`config.mk`:
```
export PLATFORM = sky130hd
export DESIGN_NAME = config_byte_reset_loader
export DESIGN_NICKNAME = d
export VERILOG_FILES = /design/src/inc/config_loader_pkg.sv /design/src/core/nv_config_store.sv /design/src/core/load_sequencer.sv /design/src/core/config_byte_reset_loader.sv
export VERILOG_INCLUDE_DIRS = /design/src /design/src/inc
export SDC_FILE = /design/constraint.sdc
export NUM_CORES = 1
export LEC_CHECK = 0
export ABC_CLOCK_PERIOD_IN_PS = 1800
export BUFFER_PORTS_ARGS = -buffer_cell sky130_fd_sc_hd__buf_2
export CORE_MARGIN = 2
export CORE_UTILIZATION = 49
export CTS_CLUSTER_DIAMETER = 40
export DETAILED_ROUTE_END_ITERATION = 8
export GPL_ROUTABILITY_DRIVEN = 0
export PLACE_DENSITY_LB_ADDON = 0.12
export RECOVER_POWER = 25
export SETUP_SLACK_MARGIN = 0.4
export SLEW_MARGIN = 20
export SYNTH_ARGS = -nofsm -noshare
export SYNTH_HDL_FRONTEND = slang
export SYNTH_SLANG_ARGS = --single-unit
```
`constraint.sdc`:
```
create_clock -name clk -period 1.8 [get_ports clk]
set_input_delay 0 -clock clk [delete_from_list [all_inputs] [get_ports clk]]
set_output_delay 0 -clock clk [all_outputs]
set_load 0.05 [all_outputs]
```
`src/inc/config_loader_map.svh`:
```
// Offsets, field positions, reset values and timing for the configuration loader
`ifndef CONFIG_LOADER_MAP_SVH
`define CONFIG_LOADER_MAP_SVH

`define CBL_BYTE_ZERO        2'h0
`define CBL_BYTE_ONE         2'h1
`define CBL_BYTE_TWO         2'h2
`define CBL_BYTE_THREE       2'h3
`define CBL_ERASED           8'hFF

`define CBL_B0_BOOT          7
`define CBL_B0_DF_EN_N       0
`define CBL_B2_BOD_EN        7
`define CBL_B2_BOD_LVL       6
`define CBL_B2_BOD_RST       4
`define CBL_B3_WDT_OFF       7
`define CBL_B3_CLK_FILT      4
`define CBL_B3_RC_RATE       3
`define CBL_B3_SRC_HI        1
`define CBL_B3_SRC_LO        0

`define CBL_LIVE_BOOT        3'h0
`define CBL_LIVE_DF          3'h1
`define CBL_LIVE_BASE        3'h2
`define CBL_LIVE_BOD         3'h3
`define CBL_LIVE_WDT         3'h4
`define CBL_LIVE_CLK         3'h5

`define CBL_MIN_PROG_BYTES   16'h0100
`define CBL_BASE_ZERO        8'h00
`define CBL_CLK_PERIOD_PS    5000
`define CBL_HOLD_NS          100

`endif

```
`src/inc/config_loader_pkg.sv`:
```
// Types shared by the configuration loader modules
package config_loader_pkg;

	typedef enum logic [1:0] {
		S_LOAD_ALL = 2'b00,
		S_LOAD_SW  = 2'b01,
		S_HOLD     = 2'b10,
		S_RUN      = 2'b11
	} seq_state_t;

	typedef enum logic [1:0] {
		SRC_RC      = 2'b00,
		SRC_EXT_OSC = 2'b01,
		SRC_XTAL    = 2'b10
	} clk_src_t;

endpackage

```
`src/core/nv_config_store.sv`:
```
// Non-volatile store of the four configuration bytes
`timescale 1ns/1ps
`include "config_loader_map.svh"

module nv_config_store (
	// Clock and reset
	input  wire logic       clk,
	input  wire logic       rst_n,
	// Programming session
	input  wire logic       prog_en,
	input  wire logic       prog_we,
	input  wire logic       prog_erase,
	input  wire logic [1:0] prog_sel,
	input  wire logic [7:0] prog_wdata,
	output logic      [7:0] prog_rdata,
	// Stored bytes
	output logic      [7:0] byte_zero,
	output logic      [7:0] byte_one,
	output logic      [7:0] byte_two,
	output logic      [7:0] byte_three
);

	// Erased cells at manufacture; a chip reset must not disturb them
	logic [7:0] mem [0:3] = '{default: `CBL_ERASED};

	always_ff @(posedge clk) begin
		if (prog_en && prog_erase) begin
			for (int i = 0; i < 4; i++) begin
				mem[i] <= `CBL_ERASED;
			end
		end else if (prog_en && prog_we) begin
			// Flash cells only clear on program
			mem[prog_sel] <= mem[prog_sel] & prog_wdata;
		end
	end

	always_ff @(posedge clk or negedge rst_n) begin
		if (!rst_n) begin
			prog_rdata <= `CBL_ERASED;
		end else begin
			prog_rdata <= mem[prog_sel];
		end
	end

	assign byte_zero  = mem[`CBL_BYTE_ZERO];
	assign byte_one   = mem[`CBL_BYTE_ONE];
	assign byte_two   = mem[`CBL_BYTE_TWO];
	assign byte_three = mem[`CBL_BYTE_THREE];
endmodule

```
`src/core/load_sequencer.sv`:
```
// Reset sequencer: issues the copy and then releases the processor
`timescale 1ns/1ps
`include "config_loader_map.svh"

module load_sequencer (
	// Clock and reset
	input  wire logic clk,
	input  wire logic rst_n,
	// Reset sources
	input  wire logic hw_reset_req,
	input  wire logic sw_reset_req,
	// Control
	output logic      load_all,
	output logic      load_sw,
	output logic      cpu_reset_n
);

	localparam int HOLD_CYC = (`CBL_HOLD_NS * 1000 + `CBL_CLK_PERIOD_PS - 1) / `CBL_CLK_PERIOD_PS;

	config_loader_pkg::seq_state_t state_r;
	config_loader_pkg::seq_state_t state_nxt;
	logic [4:0]                    cnt_r;
	wire                           hold_done = (cnt_r == 5'(HOLD_CYC - 1));

	always_comb begin
		state_nxt = state_r;
		case (state_r)
			config_loader_pkg::S_LOAD_ALL: state_nxt = config_loader_pkg::S_HOLD;
			config_loader_pkg::S_LOAD_SW:  state_nxt = config_loader_pkg::S_HOLD;
			config_loader_pkg::S_HOLD: begin
				if (hold_done) begin
					state_nxt = config_loader_pkg::S_RUN;
				end
			end
			config_loader_pkg::S_RUN: begin
				if (sw_reset_req) begin
					state_nxt = config_loader_pkg::S_LOAD_SW;
				end
			end
			default: state_nxt = config_loader_pkg::S_LOAD_ALL;
		endcase
		// A full reset outranks everything, even mid-hold
		if (hw_reset_req) begin
			state_nxt = config_loader_pkg::S_LOAD_ALL;
		end
	end

	always_ff @(posedge clk or negedge rst_n) begin
		if (!rst_n) begin
			state_r <= config_loader_pkg::S_LOAD_ALL;
			cnt_r   <= 5'h00;
		end else begin
			state_r <= state_nxt;
			cnt_r   <= (state_r == config_loader_pkg::S_HOLD) ? cnt_r + 5'h01 : 5'h00;
		end
	end

	assign load_all = (state_r == config_loader_pkg::S_LOAD_ALL);
	assign load_sw  = (state_r == config_loader_pkg::S_LOAD_SW);
	assign cpu_reset_n = (state_r == config_loader_pkg::S_RUN);

endmodule

```
`src/core/config_byte_reset_loader.sv`:
```
// Configuration byte store and reset-time loader of the live option bits
`timescale 1ns/1ps
`include "config_loader_map.svh"

module config_byte_reset_loader (
	// Clock and reset
	input  wire logic       clk,
	input  wire logic       rst_n,
	// Reset sources
	input  wire logic       hw_reset_pin,
	input  wire logic       sw_reset_req,
	// Programmer pins
	input  wire logic       prog_en_pin,
	input  wire logic       prog_we_pin,
	input  wire logic       prog_erase_pin,
	input  wire logic [1:0] prog_sel_pin,
	input  wire logic [7:0] prog_wdata_pin,
	output logic      [7:0] prog_rdata,
	// Live register write and read
	input  wire logic       live_wr_en,
	input  wire logic [2:0] live_sel,
	input  wire logic [7:0] live_wr_data,
	output logic      [7:0] live_rd_data,
	// Processor control
	output logic            cpu_reset_n,
	output logic            boot_from_loader,
	// Data flash and memory
	output logic            data_flash_enable_n,
	output logic      [7:0] data_flash_base_high,
	output logic            app_area_absent,
	output logic     [15:0] prog_mem_limit,
	// Brown-out
	output logic            brownout_detect_enable,
	output logic            brownout_level_select,
	output logic            brownout_reset_enable,
	// Watchdog and clock
	output logic            watchdog_run_enable,
	output logic            clock_filter_enable,
	output logic            rc_rate_select,
	output logic      [1:0] clock_source
);

	// Pin synchronisers; first stage read only by the second
	logic [12:0] pin_s1_r;
	logic [12:0] pin_s2_r;
	logic [1:0]  strobe_d_r;
	logic        hw_s1_r;
	logic        hw_s2_r;

	always_ff @(posedge clk or negedge rst_n) begin
		if (!rst_n) begin
			pin_s1_r   <= 13'h0000;
			pin_s2_r   <= 13'h0000;
			strobe_d_r <= 2'h0;
			hw_s1_r    <= 1'b0;
			hw_s2_r    <= 1'b0;
		end else begin
			pin_s1_r   <= {prog_en_pin, prog_we_pin, prog_erase_pin, prog_sel_pin, prog_wdata_pin};
			pin_s2_r   <= pin_s1_r;
			strobe_d_r <= pin_s2_r[11:10];
			hw_s1_r    <= hw_reset_pin;
			hw_s2_r    <= hw_s1_r;
		end
	end

	// Edge detect so one held strobe programs once
	wire       prog_en_s  = pin_s2_r[12];
	wire       prog_we_p  = pin_s2_r[11] & ~strobe_d_r[1];
	wire       prog_er_p  = pin_s2_r[10] & ~strobe_d_r[0];
	wire [1:0] prog_sel_s = pin_s2_r[9:8];
	wire [7:0] prog_dat_s = pin_s2_r[7:0];

	logic [7:0] cfg0;
	logic [7:0] cfg1;
	logic [7:0] cfg2;
	logic [7:0] cfg3;

	nv_config_store u_store (
		.clk        (clk),
		.rst_n      (rst_n),
		.prog_en    (prog_en_s),
		.prog_we    (prog_we_p),
		.prog_erase (prog_er_p),
		.prog_sel   (prog_sel_s),
		.prog_wdata (prog_dat_s),
		.prog_rdata (prog_rdata),
		.byte_zero  (cfg0),
		.byte_one   (cfg1),
		.byte_two   (cfg2),
		.byte_three (cfg3)
	);

	logic load_all;
	logic load_sw;

	load_sequencer u_seq (
		.clk          (clk),
		.rst_n        (rst_n),
		.hw_reset_req (hw_s2_r),
		.sw_reset_req (sw_reset_req),
		.load_all     (load_all),
		.load_sw      (load_sw),
		.cpu_reset_n  (cpu_reset_n)
	);

	wire load_any = load_all | load_sw;
	// Software may only touch live bits while the processor runs
	wire sw_wr    = live_wr_en & cpu_reset_n;
	wire wr_boot  = sw_wr & (live_sel == `CBL_LIVE_BOOT);
	wire wr_df    = sw_wr & (live_sel == `CBL_LIVE_DF);
	wire wr_base  = sw_wr & (live_sel == `CBL_LIVE_BASE);
	wire wr_bod   = sw_wr & (live_sel == `CBL_LIVE_BOD);
	wire wr_wdt   = sw_wr & (live_sel == `CBL_LIVE_WDT);
	wire wr_clk   = sw_wr & (live_sel == `CBL_LIVE_CLK);

	logic       live_boot_select_r;
	logic       df_en_n_r;
	logic [7:0] df_base_r;
	logic [2:0] bod_r;
	logic       wdt_run_r;
	logic [3:0] clk_cfg_r;
	logic       boot_area_r;

	// Values before the first copy equal erased bytes
	always_ff @(posedge clk or negedge rst_n) begin
		if (!rst_n) begin
			live_boot_select_r <= 1'b0;
			df_en_n_r          <= 1'b1;
			df_base_r          <= `CBL_ERASED;
			bod_r              <= 3'h7;
			wdt_run_r          <= 1'b0;
			clk_cfg_r          <= 4'hF;
		end else if (load_any) begin
			if (load_all) begin
				live_boot_select_r <= ~cfg0[`CBL_B0_BOOT];
			end
			df_en_n_r <= cfg0[`CBL_B0_DF_EN_N];
			df_base_r <= cfg1;
			bod_r     <= {cfg2[`CBL_B2_BOD_EN], cfg2[`CBL_B2_BOD_LVL], cfg2[`CBL_B2_BOD_RST]};
			wdt_run_r <= ~cfg3[`CBL_B3_WDT_OFF];
			clk_cfg_r <= {cfg3[`CBL_B3_CLK_FILT], cfg3[`CBL_B3_RC_RATE],
				cfg3[`CBL_B3_SRC_HI], cfg3[`CBL_B3_SRC_LO]};
		end else begin
			if (wr_boot) begin
				live_boot_select_r <= live_wr_data[0];
			end
			if (wr_df) begin
				df_en_n_r <= live_wr_data[0];
			end
			if (wr_base) begin
				df_base_r <= live_wr_data;
			end
			if (wr_bod) begin
				bod_r <= live_wr_data[2:0];
			end
			if (wr_wdt) begin
				wdt_run_r <= live_wr_data[0];
			end
			if (wr_clk) begin
				clk_cfg_r <= live_wr_data[3:0];
			end
		end
	end

	always_ff @(posedge clk or negedge rst_n) begin
		if (!rst_n) begin
			boot_area_r <= 1'b0;
		end else if (!cpu_reset_n) begin
			boot_area_r <= live_boot_select_r;
		end
	end

	assign boot_from_loader = boot_area_r;

	wire df_valid = ~df_en_n_r;
	assign data_flash_enable_n  = df_en_n_r;
	assign data_flash_base_high = df_base_r;

	assign app_area_absent = df_valid && (df_base_r == `CBL_BASE_ZERO);
	assign prog_mem_limit  = app_area_absent ? `CBL_MIN_PROG_BYTES : {df_base_r, 8'h00};

	assign brownout_detect_enable = bod_r[2];
	assign brownout_level_select = bod_r[1];
	assign brownout_reset_enable = bod_r[0];

	assign watchdog_run_enable = wdt_run_r;
	assign clock_filter_enable = clk_cfg_r[3];
	assign rc_rate_select = clk_cfg_r[2];

	function automatic config_loader_pkg::clk_src_t src_decode(input logic [1:0] sel);
		if (!sel[1]) begin
			return config_loader_pkg::SRC_XTAL;
		end
		return sel[0] ? config_loader_pkg::SRC_RC : config_loader_pkg::SRC_EXT_OSC;
	endfunction

	assign clock_source = src_decode(clk_cfg_r[1:0]);

	wire [7:0] rd_mux =
		(live_sel == `CBL_LIVE_BOOT) ? {7'h00, live_boot_select_r} :
		(live_sel == `CBL_LIVE_DF)   ? {7'h00, df_en_n_r} :
		(live_sel == `CBL_LIVE_BASE) ? df_base_r :
		(live_sel == `CBL_LIVE_BOD)  ? {5'h00, bod_r} :
		(live_sel == `CBL_LIVE_WDT)  ? {7'h00, wdt_run_r} :
		(live_sel == `CBL_LIVE_CLK)  ? {4'h0, clk_cfg_r} : 8'h00;

	always_ff @(posedge clk or negedge rst_n) begin
		if (!rst_n) begin
			live_rd_data <= 8'h00;
		end else begin
			live_rd_data <= rd_mux;
		end
	end
endmodule

```
==> flow_summary.html, run 1 <==
<table>
<tr><th>Metric</th><th>Value</th></tr>
<tr><th colspan="2">Clock network</th></tr>
<tr><td>Reg clk slew, reported paths</td><td>~100 ps</td></tr>
<tr><td>Number of CTS-inserted buffers</td><td>9</td></tr>
<tr><td>Worst-Skew Late Latency</td><td>roughly 370 ps</td></tr>
<tr><td>Clock tree from TritonCTS</td><td>built</td></tr>
<tr><td>Clock root buffer master</td><td>clkbuf_8</td></tr>
<tr><td>Max Buffers Root-to-Sink</td><td>2</td></tr>
<tr><td>CTS Sinks</td><td>104</td></tr>
<tr><td>Maximum level of the CTS H-tree</td><td>3</td></tr>
<tr><th colspan="2">Synth</th></tr>
<tr><td>Top cells by area, synth</td><td>dfrtp_1, edfxtp_1, dfstp_2</td></tr>
<tr><td>Share of synthesized flip-flops with an asynchronous set or reset</td><td>69.2%</td></tr>
<tr><td>Proportion of synthesized chip area in sequential cells</td><td>66.1%</td></tr>
<tr><td>Mean post-synth cell area</td><td>13.4 um2</td></tr>
<tr><td>Number of flops mapped to enable cells by yosys</td><td>32</td></tr>
<tr><td>YS warnings</td><td>0</td></tr>
<tr><td>Library cells used by synthesis</td><td>53</td></tr>
<tr><td>Number of cells produced by synthesis</td><td>316</td></tr>
<tr><td>Cell taking the most area after synthesis</td><td>dfrtp_1</td></tr>
<tr><td>Area share of the largest cell type after synthesis</td><td>~28%</td></tr>
<tr><td>Top flip-flop cell by instance count after synthesis</td><td>dfrtp_1</td></tr>
<tr><td>Post-Syn Area</td><td>0.00423 mm2</td></tr>
<tr><td>Flip-flop and latch count after synthesis</td><td>104</td></tr>
<tr><th colspan="2">Drt</th></tr>
<tr><td>Via/cell ratio</td><td>5.22</td></tr>
<tr><td>Via count</td><td>2910</td></tr>
<tr><td>Routed wirelength normalized by instance count</td><td>16.7 um</td></tr>
<tr><td>Number of design rule violations left after detail routing</td><td>0</td></tr>
<tr><td>Iteration-0 DRC count of the detailed router</td><td>147</td></tr>
<tr><td>Count of antenna-violating nets left after detailed routing</td><td>0</td></tr>
<tr><td>Total wire length after detailed routing</td><td>between 9000 and 10000 um</td></tr>
<tr><td>Drt first pass iters</td><td>4</td></tr>
<tr><th colspan="2">Worst setup path</th></tr>
<tr><td>Data arrival at the endpoint of the critical path</td><td>1580 ps</td></tr>
<tr><td>Required time worst endpoint</td><td>approximately 1800 ps</td></tr>
<tr><td>WS Path Type</td><td>reg2out</td></tr>
<tr><td>Worst Setup End Kind</td><td>output port</td></tr>
<tr><td>Maximum fanout encountered on the critical timing path</td><td>2</td></tr>
<tr><td>Type of element launching the critical path</td><td>flop</td></tr>
<tr><th colspan="2">Worst hold path</th></tr>
<tr><td>Hold Path Class</td><td>in2reg</td></tr>
<tr><th colspan="2">Timing</th></tr>
<tr><td>Unrepaired setup endpoints after global routing</td><td>yes</td></tr>
<tr><td>Setup slack of the critical path after layout</td><td>221 ps</td></tr>
<tr><td>Share of the clock period used by the worst path after layout</td><td>between 80% and 90%</td></tr>
<tr><td>Final setup vio count</td><td>0</td></tr>
<tr><td>Clk_skew</td><td>11.2 ps</td></tr>
<tr><td>Number of pins with negative max-slew slack in the final report</td><td>0</td></tr>
<tr><td>Peak Freq</td><td>0.633 GHz</td></tr>
<tr><td>Slew at the pin closest to its max-slew limit</td><td>between 900 and 1000 ps</td></tr>
<tr><td>Worst slew margin relative to its limit</td><td>36.0%</td></tr>
<tr><td>Hold Fails Final Rpt</td><td>0</td></tr>
<tr><td>Final-layout setup total negative slack</td><td>0 ps</td></tr>
<tr><td>Minimum clock period</td><td>about 1600 ps</td></tr>
<tr><th colspan="2">Power</th></tr>
<tr><td>Internal cell power</td><td>3320 uW</td></tr>
<tr><td>Leakage power figure</td><td>~0.0023 uW</td></tr>
<tr><td>Tot Pwr</td><td>4640 uW</td></tr>
<tr><td>Switching pwr</td><td>1330 uW</td></tr>
<tr><td>Combinational share of power</td><td>15.0%</td></tr>
<tr><td>Clock network fraction of total power</td><td>28.7%</td></tr>
<tr><td>Switching share of power</td><td>28.6%</td></tr>
<tr><td>Pwr Density</td><td>819 mW/mm2</td></tr>
<tr><td>Register share of total power</td><td>56.3%</td></tr>
<tr><td>Peak ir drop on the vdd network</td><td>445 uV</td></tr>
<tr><th colspan="2">GRT</th></tr>
<tr><td>Pin count of the biggest net entering global routing</td><td>73</td></tr>
<tr><td>Global Route Usage Sum</td><td>20.5%</td></tr>
<tr><td>Busiest metal layer after global routing</td><td>met2</td></tr>
<tr><td>Global-route congestion overflow total</td><td>0</td></tr>
<tr><td>Number of global-route vias before repair</td><td>3008</td></tr>
<tr><td>Global-route wire length before repair</td><td>around 15000 um</td></tr>
<tr><td>GR met3 Demand/Resource</td><td>3.03%</td></tr>
<tr><td>Met2 global-route usage</td><td>34.3%</td></tr>
<tr><td>Antenna violations before repair</td><td>0</td></tr>
<tr><td>M1 GR Usage</td><td>around 27%</td></tr>
<tr><th colspan="2">Floorplanning</th></tr>
<tr><td>Initial standard-cell utilization of the core</td><td>50.9%</td></tr>
<tr><td>X dimension of the die</td><td>96.9 um</td></tr>
<tr><td>Number of primary I/O pins</td><td>81</td></tr>
<tr><td>Area of the die</td><td>between 0.009 and 0.01 mm2</td></tr>
<tr><td>Total core area</td><td>around 0.0083 mm2</td></tr>
<tr><td>Row Count</td><td>33</td></tr>
<tr><td>Die Ht</td><td>96.9 um</td></tr>
<tr><th colspan="2">Place</th></tr>
<tr><td>Post-detail-place hpwl</td><td>6070 um</td></tr>
<tr><td>Pre-CTS worst setup slack</td><td>208 ps</td></tr>
<tr><td>Count of port buffers added during placement</td><td>72</td></tr>
<tr><th colspan="2">Final layout</th></tr>
<tr><td>Total Nets Final</td><td>about 480</td></tr>
<tr><td>Share of final-layout standard cells stronger than drive strength 1</td><td>between 40% and 50%</td></tr>
<tr><td>Area growth from synthesis to final layout</td><td>34.2%</td></tr>
<tr><td>Utilization after layout</td><td>68.3%</td></tr>
<tr><td>Layout fillers</td><td>590</td></tr>
<tr><td>Ant diodes</td><td>0</td></tr>
<tr><th colspan="2">Status</th></tr>
<tr><td>Run status</td><td>complete, no violations</td></tr>
<tr><th colspan="2">Job</th></tr>
<tr><td>Max-cap check violation count</td><td>0</td></tr>
</table>
worst max-delay path, stage by stage, from the launching register on:
cell and delay (ps):
dfstp_2 390, nor4_4 270, nand2_2 130, o41ai_4 230
buf_6 200
power groups by stage:
stage | registers (uW) | logic, uW | clock network, uW
CTS | 2610 | 672 | 1370
global placement | 2650 | 575 | 0
finish | 2620 | 697 | 1330
detailed placement | 2660 | 582 | 0
floorplan | 2780 | 277 | 0
global route | 2630 | 742 | 1460
through the flow:
step,cells,hold slack (ps),area [um2]
CTS,552,2.12,5530
global route,557,32.7,5670
floorplan,323,-296,4330
global placement,493,56.0,4840
finish,557,22.5,5670
detailed placement,493,57.7,4840
path summary, 6_finish.rpt:
path	start	to	slack, ps	depth (start not counted)
max	data_flash_base_high[1]	prog_mem_limit[8]	220	4
min	live_sel[2]	clk_cfg_r[2]	20	3
max reg2reg	strobe_d_r[1]	u_store.mem[1][5]	220	4
min reg2reg	pin_s1_r[1]	pin_s2_r[1]	360	0
max in group asynchronous	rst_n	pin_s2_r[12]	710	3
min in group asynchronous	rst_n	boot_from_loader	410	3
layer usage:
| layer | up-vias | share of wire, % | routed length, um |
|---|---|---|---|
| li1 | 1373 | - | - |
| met1 | 1431 | 44 | 4060 |
| met2 | 92 | 50 | 4670 |
| met3 | 14 | 4.4 | 408 |
| met4 | 0 | 2.0 | 182 |
| met5 | - | 0 | 0 |
synth_stat cells (3+ instances only):
| cell | count |
|---|---|
| a21o_1 | 3 |
| a311o_1 | 3 |
| nor2_1 | 21 |
| a31oi_1 | 12 |
| dfstp_2 | 24 |
| mux2i_1 | 3 |
| buf_2 | 6 |
| inv_1 | 6 |
| nor3_1 | 3 |
| edfxtp_1 | 32 |
| and2_1 | 4 |
| and2b_2 | 3 |
| nand3_1 | 8 |
| nand2_1 | 47 |
| mux4_1 | 5 |
| mux4_2 | 4 |
| buf_6 | 3 |
| nand2b_1 | 4 |
| a221o_1 | 3 |
| o21ai_0 | 12 |
| nand4_1 | 5 |
| a21oi_1 | 3 |
| buf_4 | 9 |
| dfrtp_1 | 48 |
| clkbuf_1 | 10 |
| nor2b_1 | 3 |
state kept, by name (all words and copies together), names as in the netlist, 2 cells and up:
register              count
bod_r                     3
clk_cfg_r                 4
data_flash_base_high      8
live_rd_data              8
pin_s1_r                 13
pin_s2_r                 13
strobe_d_r                2
u_seq.cnt_r               5
u_seq.state_r             2
u_store.mem              32
u_store.prog_rdata        8
repair_timing:
action	CTS	global route
pin swaps	12	13
setup buffers	16	5
endpoints found under the hold margin	103	0
endpoints found under the setup margin	76	75
hold buffers	27	0
gates resized for setup	36	35
final cells by class:
class                      instances  area, um2  share of cell area (%)
sequential                       104       2800                    49.3
multi-input combinational        185       1470                    26.0
timing repair buffer             141       1070                    18.8
tap                              105        131                    2.32
clock buffer                       9        124                    2.18
clock inverter                     7       55.1                   0.971
inverter                           6       22.5                   0.397
logic make-up after synthesis:
kind of cell               count (synthesis)  synth area share (%)
AOI/OAI and AO/OA                         43                  6.87
adders and majority gates                  1                 0.296
DFF                                      104                  66.1
and+or+nand+nor                          117                  15.3
muxes                                     13                  6.22
xor gates and xnor gates                   3                 0.622
other                                      1                0.0887
buffers and inverters                     34                  4.53
placed cells by master, fill, tap and decap left out, drive strengths merged, types with 2 or more instances in the layout:
cell type and instances:
nor4 3, and2 4, xor2 2, mux2i 3, dfstp 24, o32ai 2
clkinv 4, nor2b 3, clkbuf 10, o21ai 12, dlygate4sd3 27, a311o 3
edfxtp 32, nand2 47, nor4b 2, nor2 21, buf 113, a21oi 3
mux4 9, nor3b 2, conb 8, nand2b 5, a21o 3, nand3 9
a31oi 12, inv 8, a221o 3, dfrtp 48, nor3 3, and2b 5
nand4 5
Note: power is estimated with default switching activity, not from simulation.
==> run 2, diff against run 1 <==
ABC_CLOCK_PERIOD_IN_PS = 1830   (was 1800)
CORE_UTILIZATION = 59   (was 49)
HOLD_SLACK_MARGIN = 0.15   (was unset)
clock period = 1.83 ns   (was 1.8 ns; I/O delays follow)
==> flow_summary.html, run 2 (synthesis gave the netlist of run 1 again) <==
<table>
<tr><th>Metric</th><th>Value</th></tr>
<tr><th colspan="2">Final layout</th></tr>
<tr><td>Most flop-heavy register</td><td>u_store.mem</td></tr>
<tr><td>Largest registers</td><td>u_store.mem (32), pin_s1_r (13), pin_s2_r (13)</td></tr>
<tr><td>Total Nets Final</td><td>471 (-1.3%)</td></tr>
<tr><td>Post-route standard cell area excluding fillers</td><td>0.00561 mm2 (-1.1%)</td></tr>
<tr><td>Area growth from synthesis to final layout</td><td>32.7%</td></tr>
<tr><td>Most frequent standard cell in the layout excluding fill and tap cells</td><td>buf_2</td></tr>
<tr><td>Share of final-layout standard cells stronger than drive strength 1</td><td>46.2% (-2.3 points)</td></tr>
<tr><td>Most frequent cells in the layout</td><td>buf_2, dfrtp_1, edfxtp_1</td></tr>
<tr><td>Number of flip-flops under the largest register name</td><td>32 (unchanged)</td></tr>
<tr><td>Ant diodes</td><td>0 (unchanged)</td></tr>
<tr><td>Layout fillers</td><td>395 (-33%)</td></tr>
<tr><td>Utilization after layout</td><td>81.7% (+13 points)</td></tr>
<tr><th colspan="2">Clock network</th></tr>
<tr><td>Max Buffers Root-to-Sink</td><td>2 (unchanged)</td></tr>
<tr><td>Maximum level of the CTS H-tree</td><td>3 (unchanged)</td></tr>
<tr><td>Clock root buffer master</td><td>clkbuf_8</td></tr>
<tr><td>CTS Sinks</td><td>104 (unchanged)</td></tr>
<tr><td>Worst-Skew Late Latency</td><td>360 ps (about the same)</td></tr>
<tr><td>Clock tree from TritonCTS</td><td>built</td></tr>
<tr><td>Number of CTS-inserted buffers</td><td>9 (unchanged)</td></tr>
<tr><td>Reg clk slew, reported paths</td><td>100 ps (about the same)</td></tr>
<tr><th colspan="2">Worst setup path</th></tr>
<tr><td>Required time worst endpoint</td><td>1960 ps (+160 ps)</td></tr>
<tr><td>Worst Setup End Kind</td><td>flop</td></tr>
<tr><td>Type of element launching the critical path</td><td>flop</td></tr>
<tr><td>Cell family with the largest share of critical-path delay</td><td>multiplexers</td></tr>
<tr><td>Buffers and inverters on the worst path</td><td>1 (unchanged)</td></tr>
<tr><td>Cell with the biggest individual delay on the critical path</td><td>mux4_2</td></tr>
<tr><td>List of cells traversed by the critical path</td><td>buf_6, mux4_2, nand2_4, nand2_2</td></tr>
<tr><td>WS Path Type</td><td>reg2reg</td></tr>
<tr><td>Data arrival at the endpoint of the critical path</td><td>1750 ps (+170 ps)</td></tr>
<tr><td>Worst stage delay on the critical path</td><td>550 ps (+160 ps)</td></tr>
<tr><td>Maximum fanout encountered on the critical timing path</td><td>7 (+5)</td></tr>
<tr><th colspan="2">Timing</th></tr>
<tr><td>Final-layout setup total negative slack</td><td>0 ps (unchanged)</td></tr>
<tr><td>Final setup vio count</td><td>0 (unchanged)</td></tr>
<tr><td>Share of the clock period used by the worst path after layout</td><td>88.5%</td></tr>
<tr><td>Hold Fails Final Rpt</td><td>0 (unchanged)</td></tr>
<tr><td>Clk_skew</td><td>7.81 ps (-3.34 ps)</td></tr>
<tr><td>Worst slew margin relative to its limit</td><td>38.4% (+2.3 points)</td></tr>
<tr><td>Number of pins with negative max-slew slack in the final report</td><td>0 (unchanged)</td></tr>
<tr><td>Setup slack of the critical path after layout</td><td>210 ps (-10.9 ps)</td></tr>
<tr><td>Unrepaired setup endpoints after global routing</td><td>yes</td></tr>
<tr><td>Minimum clock period</td><td>1620 ps</td></tr>
<tr><td>Peak Freq</td><td>0.617 GHz</td></tr>
<tr><td>Slew at the pin closest to its max-slew limit</td><td>924 ps (-35.2 ps)</td></tr>
<tr><th colspan="2">Place</th></tr>
<tr><td>Placed instance area</td><td>0.00483 mm2 (-0.23%)</td></tr>
<tr><td>Post-detail-place hpwl</td><td>6030 um (-0.68%)</td></tr>
<tr><td>Pre-CTS worst setup slack</td><td>123 ps (-85.6 ps)</td></tr>
<tr><td>Count of port buffers added during placement</td><td>72 (unchanged)</td></tr>
<tr><th colspan="2">Drt</th></tr>
<tr><td>Via/cell ratio</td><td>5.57 (+6.7%)</td></tr>
<tr><td>Via count</td><td>3020 (+3.8%)</td></tr>
<tr><td>Routed wirelength normalized by instance count</td><td>17.3 um (+3.1%)</td></tr>
<tr><td>Count of antenna-violating nets left after detailed routing</td><td>0 (unchanged)</td></tr>
<tr><td>Drt first pass iters</td><td>5 (+1)</td></tr>
<tr><td>Number of design rule violations left after detail routing</td><td>0 (unchanged)</td></tr>
<tr><td>Total wire length after detailed routing</td><td>9350 um (+0.36%)</td></tr>
<tr><td>Iteration-0 DRC count of the detailed router</td><td>177 (+20%)</td></tr>
<tr><th colspan="2">Worst hold path</th></tr>
<tr><td>Hold Path Class</td><td>in2reg</td></tr>
<tr><th colspan="2">Floorplanning</th></tr>
<tr><td>Initial standard-cell utilization of the core</td><td>61.5% (+11 points)</td></tr>
<tr><td>Area of the die</td><td>0.00786 mm2 (-16%)</td></tr>
<tr><td>X dimension of the die</td><td>88.6 um (-8.5%)</td></tr>
<tr><td>Number of primary I/O pins</td><td>81 (unchanged)</td></tr>
<tr><td>Die Ht</td><td>88.6 um (-8.5%)</td></tr>
<tr><td>Total core area</td><td>0.00687 mm2 (-17%)</td></tr>
<tr><td>Row Count</td><td>30 (-9.1%)</td></tr>
<tr><th colspan="2">GRT</th></tr>
<tr><td>Global-route wire length before repair</td><td>14500 um (-5.0%)</td></tr>
<tr><td>Pin count of the biggest net entering global routing</td><td>73 (unchanged)</td></tr>
<tr><td>Antenna violations before repair</td><td>0 (unchanged)</td></tr>
<tr><td>Global Route Usage Sum</td><td>25.1% (+4.6 points)</td></tr>
<tr><td>Number of global-route vias before repair</td><td>2988 (-0.66%)</td></tr>
<tr><td>Global-route congestion overflow total</td><td>0 (unchanged)</td></tr>
<tr><th colspan="2">Status</th></tr>
<tr><td>Run status</td><td>complete, no violations</td></tr>
<tr><th colspan="2">Power</th></tr>
<tr><td>Pwr Density</td><td>815 mW/mm2 (-0.46%)</td></tr>
<tr><td>Leakage power figure</td><td>0.00226 uW (-1.1%)</td></tr>
<tr><td>Peak ir drop on the vdd network</td><td>502 uV (+13%)</td></tr>
<tr><th colspan="2">Job</th></tr>
<tr><td>Max-cap check violation count</td><td>0 (unchanged)</td></tr>
</table>
run 2: cell count changes in the layout (fill, tap and decap cells not counted), moves of 2 or more:
cell | previous run | this run
nand2_2 | 20 | 15
nand2_1 | 19 | 23
dlygate4sd3_1 | 27 | 29
clkinvlp_4 | 1 | 3
buf_6 | 18 | 15
buf_4 | 22 | 18
nor2_1 | 18 | 20
clkinv_2 | 2 | 0
run 2: worst reg2reg max path, stage by stage (launching register included):
cell	delay (ps)
dfrtp_2	530
buf_6	150
mux4_2	550
nand2_4	120
nand2_2	50
run 2: where the power goes:
| part | switching [uW] | internal [uW] | leakage, uW |
|---|---|---|---|
| registers | 76.3 | 2510 | 0.00106 |
| logic | 425 | 238 | 0.00111 |
| clock network | 809 | 520 | 0.0000859 |
| total | 1310 | 3260 | 0.00226 |
run 2: path summary, 6_finish.rpt:
check | start | to | slack [ps] | depth (start not counted)
hold / removal | live_sel[0] | live_rd_data[6] | 170 | 3
setup / recovery | pin_s2_r[8] | u_store.mem[0][3] | 210 | 4
setup reg to reg | pin_s2_r[8] | u_store.mem[0][3] | 210 | 4
max in group asynchronous | rst_n | pin_s2_r[9] | 780 | 3
min in group asynchronous | rst_n | boot_from_loader | 410 | 3
hold reg to reg | pin_s1_r[11] | pin_s2_r[11] | 360 | 0
run 2: area by class of cell:
cell class | instances | area, um2 | share of cell area (%)
inverter | 6 | 22.5 | 0.401
multi-input combinational | 185 | 1460 | 26.0
tap | 96 | 120 | 2.14
clock inverter | 7 | 62.6 | 1.12
timing repair buffer | 135 | 1020 | 18.2
sequential | 104 | 2800 | 49.9
clock buffer | 9 | 124 | 2.21
run 2: repair_timing:
item	4_1_cts	5_1_grt
pin swaps	14	11
endpoints found under the setup margin	73	70
hold endpoints to repair	109	0
cloned	0	1
gates resized for setup	28	34
buffers inserted	10	2
hold buffers	29	0
run 2: metal layers:
metal	vias up	wire length, um	track usage [%]
met2	154	4750	41.5
li1	1367	-	-
met1	1469	3660	30.7
met5	-	0	0
met4	0	342	15.0
met3	30	606	4.85
run 2: stage by stage:
stage,instances,hold WS (ps),total power (uW)
after floorplan,323,-296,3010
after global placement,484,51.7,3170
after detailed placement,484,51.7,3180
after CTS,539,158,4570
after global routing,542,183,4750
final,542,171,4570
==> run 3, diff against run 2 <==
ABC_CLOCK_PERIOD_IN_PS = 1300   (was 1830)
CORE_UTILIZATION = 42   (was 59)
PLACE_DENSITY = 0.77   (was unset)
PLACE_DENSITY_LB_ADDON = unset   (was 0.12)
clock period = 1.3 ns   (was 1.83 ns; I/O delays follow)
==> flow_summary.html, run 3 (synthesis gave the netlist of run 1 again) <==
<table>
<tr><th>Metric</th><th>Value</th></tr>
<tr><th colspan="2">Worst setup path</th></tr>
<tr><td>Cell with the biggest individual delay on the critical path</td><td>dfstp_2</td></tr>
<tr><td>Worst Setup End Kind</td><td>output port</td></tr>
<tr><td>R2r setup slk</td><td>-310 ps (-520 ps)</td></tr>
<tr><td>Worst Setup SP</td><td>data_flash_base_high[1]</td></tr>
<tr><td>R2R cell count</td><td>5 (+1)</td></tr>
<tr><td>Worst reg2reg startpoint</td><td>pin_s2_r[8]</td></tr>
<tr><td>Maximum fanout encountered on the critical timing path</td><td>2 (-5)</td></tr>
<tr><td>Capture point of the worst reg-to-reg path</td><td>u_store.mem[1][0]</td></tr>
<tr><td>List of cells traversed by the critical path</td><td>nor4_4, nand2_2, o41ai_4, buf_6</td></tr>
<tr><td>Capturing instance or port of the critical path</td><td>prog_mem_limit[8]</td></tr>
<tr><td>Data arrival at the endpoint of the critical path</td><td>1670 ps (-80 ps)</td></tr>
<tr><td>Type of element launching the critical path</td><td>flop</td></tr>
<tr><td>WS Path Type</td><td>reg2out</td></tr>
<tr><td>Worst stage delay on the critical path</td><td>420 ps (-130 ps)</td></tr>
<tr><td>Required time worst endpoint</td><td>1300 ps (-660 ps)</td></tr>
<tr><th colspan="2">Clock network</th></tr>
<tr><td>CTS Sinks</td><td>104 (unchanged)</td></tr>
<tr><td>Max Buffers Root-to-Sink</td><td>2 (unchanged)</td></tr>
<tr><td>Clock root buffer master</td><td>clkbuf_8</td></tr>
<tr><td>Number of CTS-inserted buffers</td><td>9 (unchanged)</td></tr>
<tr><td>Worst-Skew Late Latency</td><td>380 ps (+20 ps)</td></tr>
<tr><td>Number of buffers added to fix hold violations after cts</td><td>28 (-3.4%)</td></tr>
<tr><td>Maximum level of the CTS H-tree</td><td>3 (unchanged)</td></tr>
<tr><td>Clock tree from TritonCTS</td><td>built</td></tr>
<tr><td>Reg clk slew, reported paths</td><td>110 ps (about the same)</td></tr>
<tr><th colspan="2">Floorplanning</th></tr>
<tr><td>Total core area</td><td>0.00977 mm2 (+42%)</td></tr>
<tr><td>Number of primary I/O pins</td><td>81 (unchanged)</td></tr>
<tr><td>Die Ht</td><td>104 um (+18%)</td></tr>
<tr><td>Initial standard-cell utilization of the core</td><td>43.2% (-18 points)</td></tr>
<tr><td>Area of the die</td><td>0.0109 mm2 (+38%)</td></tr>
<tr><td>Row Count</td><td>36 (+20%)</td></tr>
<tr><td>X dimension of the die</td><td>104 um (+18%)</td></tr>
<tr><th colspan="2">Final layout</th></tr>
<tr><td>Largest registers</td><td>u_store.mem (32), pin_s1_r (13), pin_s2_r (13)</td></tr>
<tr><td>Area growth from synthesis to final layout</td><td>62.2%</td></tr>
<tr><td>Most frequent cells in the layout</td><td>buf_6, dfrtp_1, buf_4</td></tr>
<tr><td>Total Nets Final</td><td>530 (+13%)</td></tr>
<tr><td>Share of final-layout standard cells stronger than drive strength 1</td><td>59.6% (+13 points)</td></tr>
<tr><td>Ant diodes</td><td>0 (unchanged)</td></tr>
<tr><td>Most frequent standard cell in the layout excluding fill and tap cells</td><td>buf_6</td></tr>
<tr><td>Number of flip-flops under the largest register name</td><td>32 (unchanged)</td></tr>
<tr><td>Most flop-heavy register</td><td>u_store.mem</td></tr>
<tr><td>Utilization after layout</td><td>70.1% (-12 points)</td></tr>
<tr><th colspan="2">Power</th></tr>
<tr><td>Internal cell power</td><td>5240 uW (+60%)</td></tr>
<tr><td>Peak ir drop on the vdd network</td><td>668 uV (+33%)</td></tr>
<tr><td>Leakage power figure</td><td>0.00279 uW (+23%)</td></tr>
<tr><td>Clock network fraction of total power</td><td>31.4% (+2.4 points)</td></tr>
<tr><td>Combinational share of power</td><td>17.9% (+3.4 points)</td></tr>
<tr><td>Register share of total power</td><td>50.7% (-5.8 points)</td></tr>
<tr><td>Switching share of power</td><td>27.3% (-1.3 points)</td></tr>
<tr><td>Pwr Density</td><td>1050 mW/mm2 (+29%)</td></tr>
<tr><td>Switching pwr</td><td>1970 uW (+50%)</td></tr>
<tr><th colspan="2">Timing</th></tr>
<tr><td>Share of the clock period used by the worst path after layout</td><td>129%</td></tr>
<tr><td>Clk_skew</td><td>22.9 ps (+15.0 ps)</td></tr>
<tr><td>Worst slew margin relative to its limit</td><td>34.2% (-4.2 points)</td></tr>
<tr><td>Peak Freq</td><td>0.598 GHz</td></tr>
<tr><td>Setup slack of the critical path after layout</td><td>-371 ps (-582 ps)</td></tr>
<tr><td>Slew at the pin closest to its max-slew limit</td><td>987 ps (+62.9 ps)</td></tr>
<tr><td>Number of pins with negative max-slew slack in the final report</td><td>0 (unchanged)</td></tr>
<tr><td>Hold Fails Final Rpt</td><td>1 (+1)</td></tr>
<tr><td>Minimum clock period</td><td>between 1500 and 2000 ps</td></tr>
<tr><td>Final setup vio count</td><td>84 (+84)</td></tr>
<tr><td>Final hold slack</td><td>-13.2 ps (-184 ps)</td></tr>
<tr><td>Unrepaired setup endpoints after global routing</td><td>yes</td></tr>
<tr><th colspan="2">GRT</th></tr>
<tr><td>Antenna violations before repair</td><td>0 (unchanged)</td></tr>
<tr><td>Number of global-route vias before repair</td><td>3408 (+14%)</td></tr>
<tr><td>Pin count of the biggest net entering global routing</td><td>73 (unchanged)</td></tr>
<tr><td>Global Route Usage Sum</td><td>21.3% (-3.8 points)</td></tr>
<tr><td>Global-route congestion overflow total</td><td>0 (unchanged)</td></tr>
<tr><td>Global-route wire length before repair</td><td>18100 um (+25%)</td></tr>
<tr><th colspan="2">Place</th></tr>
<tr><td>Post-detail-place hpwl</td><td>6500 um (+7.7%)</td></tr>
<tr><td>Pre-CTS worst setup slack</td><td>-351 ps (-473 ps)</td></tr>
<tr><td>Count of port buffers added during placement</td><td>72 (unchanged)</td></tr>
<tr><th colspan="2">Drt</th></tr>
<tr><td>Via/cell ratio</td><td>5.29 (-5.0%)</td></tr>
<tr><td>Via count</td><td>3376 (+12%)</td></tr>
<tr><td>Drt first pass iters</td><td>4 (-1)</td></tr>
<tr><td>Number of design rule violations left after detail routing</td><td>0 (unchanged)</td></tr>
<tr><td>Total wire length after detailed routing</td><td>12500 um (+34%)</td></tr>
<tr><td>Routed wirelength normalized by instance count</td><td>19.7 um (+14%)</td></tr>
<tr><td>Iteration-0 DRC count of the detailed router</td><td>222 (+25%)</td></tr>
<tr><td>Count of antenna-violating nets left after detailed routing</td><td>0 (unchanged)</td></tr>
<tr><th colspan="2">Status</th></tr>
<tr><td>Run status</td><td>finished, violations left</td></tr>
<tr><td>Violations in the final reports</td><td>negative hold slack, negative setup slack</td></tr>
<tr><th colspan="2">Job</th></tr>
<tr><td>Max-cap check violation count</td><td>0 (unchanged)</td></tr>
<tr><th colspan="2">Worst hold path</th></tr>
<tr><td>Hold Path Class</td><td>in2reg</td></tr>
</table>
==> run 3: cell count changes in the layout (fill, tap and decap cells not counted), sizes merged <==
cell / before / now
buf: 104 / 165
bufinv: 0 / 1
clkbuf: 11 / 13
clkinv: 1 / 2
clkinvlp: 3 / 0
dlygate4sd3: 29 / 24
dlymetal6s4s: 0 / 4
inv: 9 / 7
==> run 3: power by group through the flow <==
stage	clock [uW]	combinational [uW]	sequential, uW
6_report	2260	1290	3650
5_1_grt	2440	1350	3660
4_1_cts	2260	1160	3640
3_5_place_dp	0	861	3680
3_3_place_gp	0	844	3670
2_1_floorplan	0	434	3860
==> run 3: per-layer routing <==
metal / wire length [um] / global-route usage, % / vias up / part of all wire, %
met5: 0 / 0 / - / 0
met4: 432 / 9.85 / 0 / 3.4
met3: 762 / 3.26 / 46 / 6.1
met2: 6650 / 37.2 / 178 / 53
met1: 4690 / 26.0 / 1675 / 37
li1: - / - / 1477 / -
==> run 3: worst max-delay path: cells and delay by family (launching register included) <==
kind	cells	cell delay (ps)
flip-flops	1	420
AO/OA/AOI/OAI	1	240
buffers and inverters	1	200
AND/OR/NAND/NOR	2	420
==> run 3: through the flow <==
step                      power, uW  area (um2)  std cells  hold slack [ps]  setup TNS (ps)
after floorplan                4300        4520        323             -296          -13850
after global placement         4520        5170        550             49.4          -11860
after detailed placement       4540        5170        550             51.6          -15180
after CTS                      7060        6480        619             44.8          -15600
after global routing           7450        6860        638            -17.2          -21570
final                          7200        6860        638            -13.2          -17290
==> run 3: layout make-up <==
type,instances,area (um2)
clock buffers,12,178
clock inverters,4,47.5
fillers,609,2920
inverters,6,27.5
multi-input cells,185,1630
flip-flops and latches,104,2810
well taps,133,166
repair buffers,194,2000
==> run 3: timing repair <==
action	4_1_cts	5_1_grt
pin swaps	35	25
gates cloned	1	0
endpoints found under the setup margin	144	150
setup buffers	24	19
hold endpoints to repair	109	1
gates resized for setup	178	69
==> run 3: how the worst min path moves through the flow <==
stage                start          endpoint  slack, ps  cells after the start
2_1_floorplan        rst_n  boot_from_loader       -300                      0
3_3_place_gp         rst_n       pin_s1_r[5]         50                      2
3_5_place_dp         rst_n       pin_s1_r[5]         50                      2
4_1_cts        live_sel[2]   live_rd_data[6]         40                      3
5_1_grt        live_sel[2]   live_rd_data[6]        -20                      3
6_report       live_sel[2]   live_rd_data[6]        -10                      3
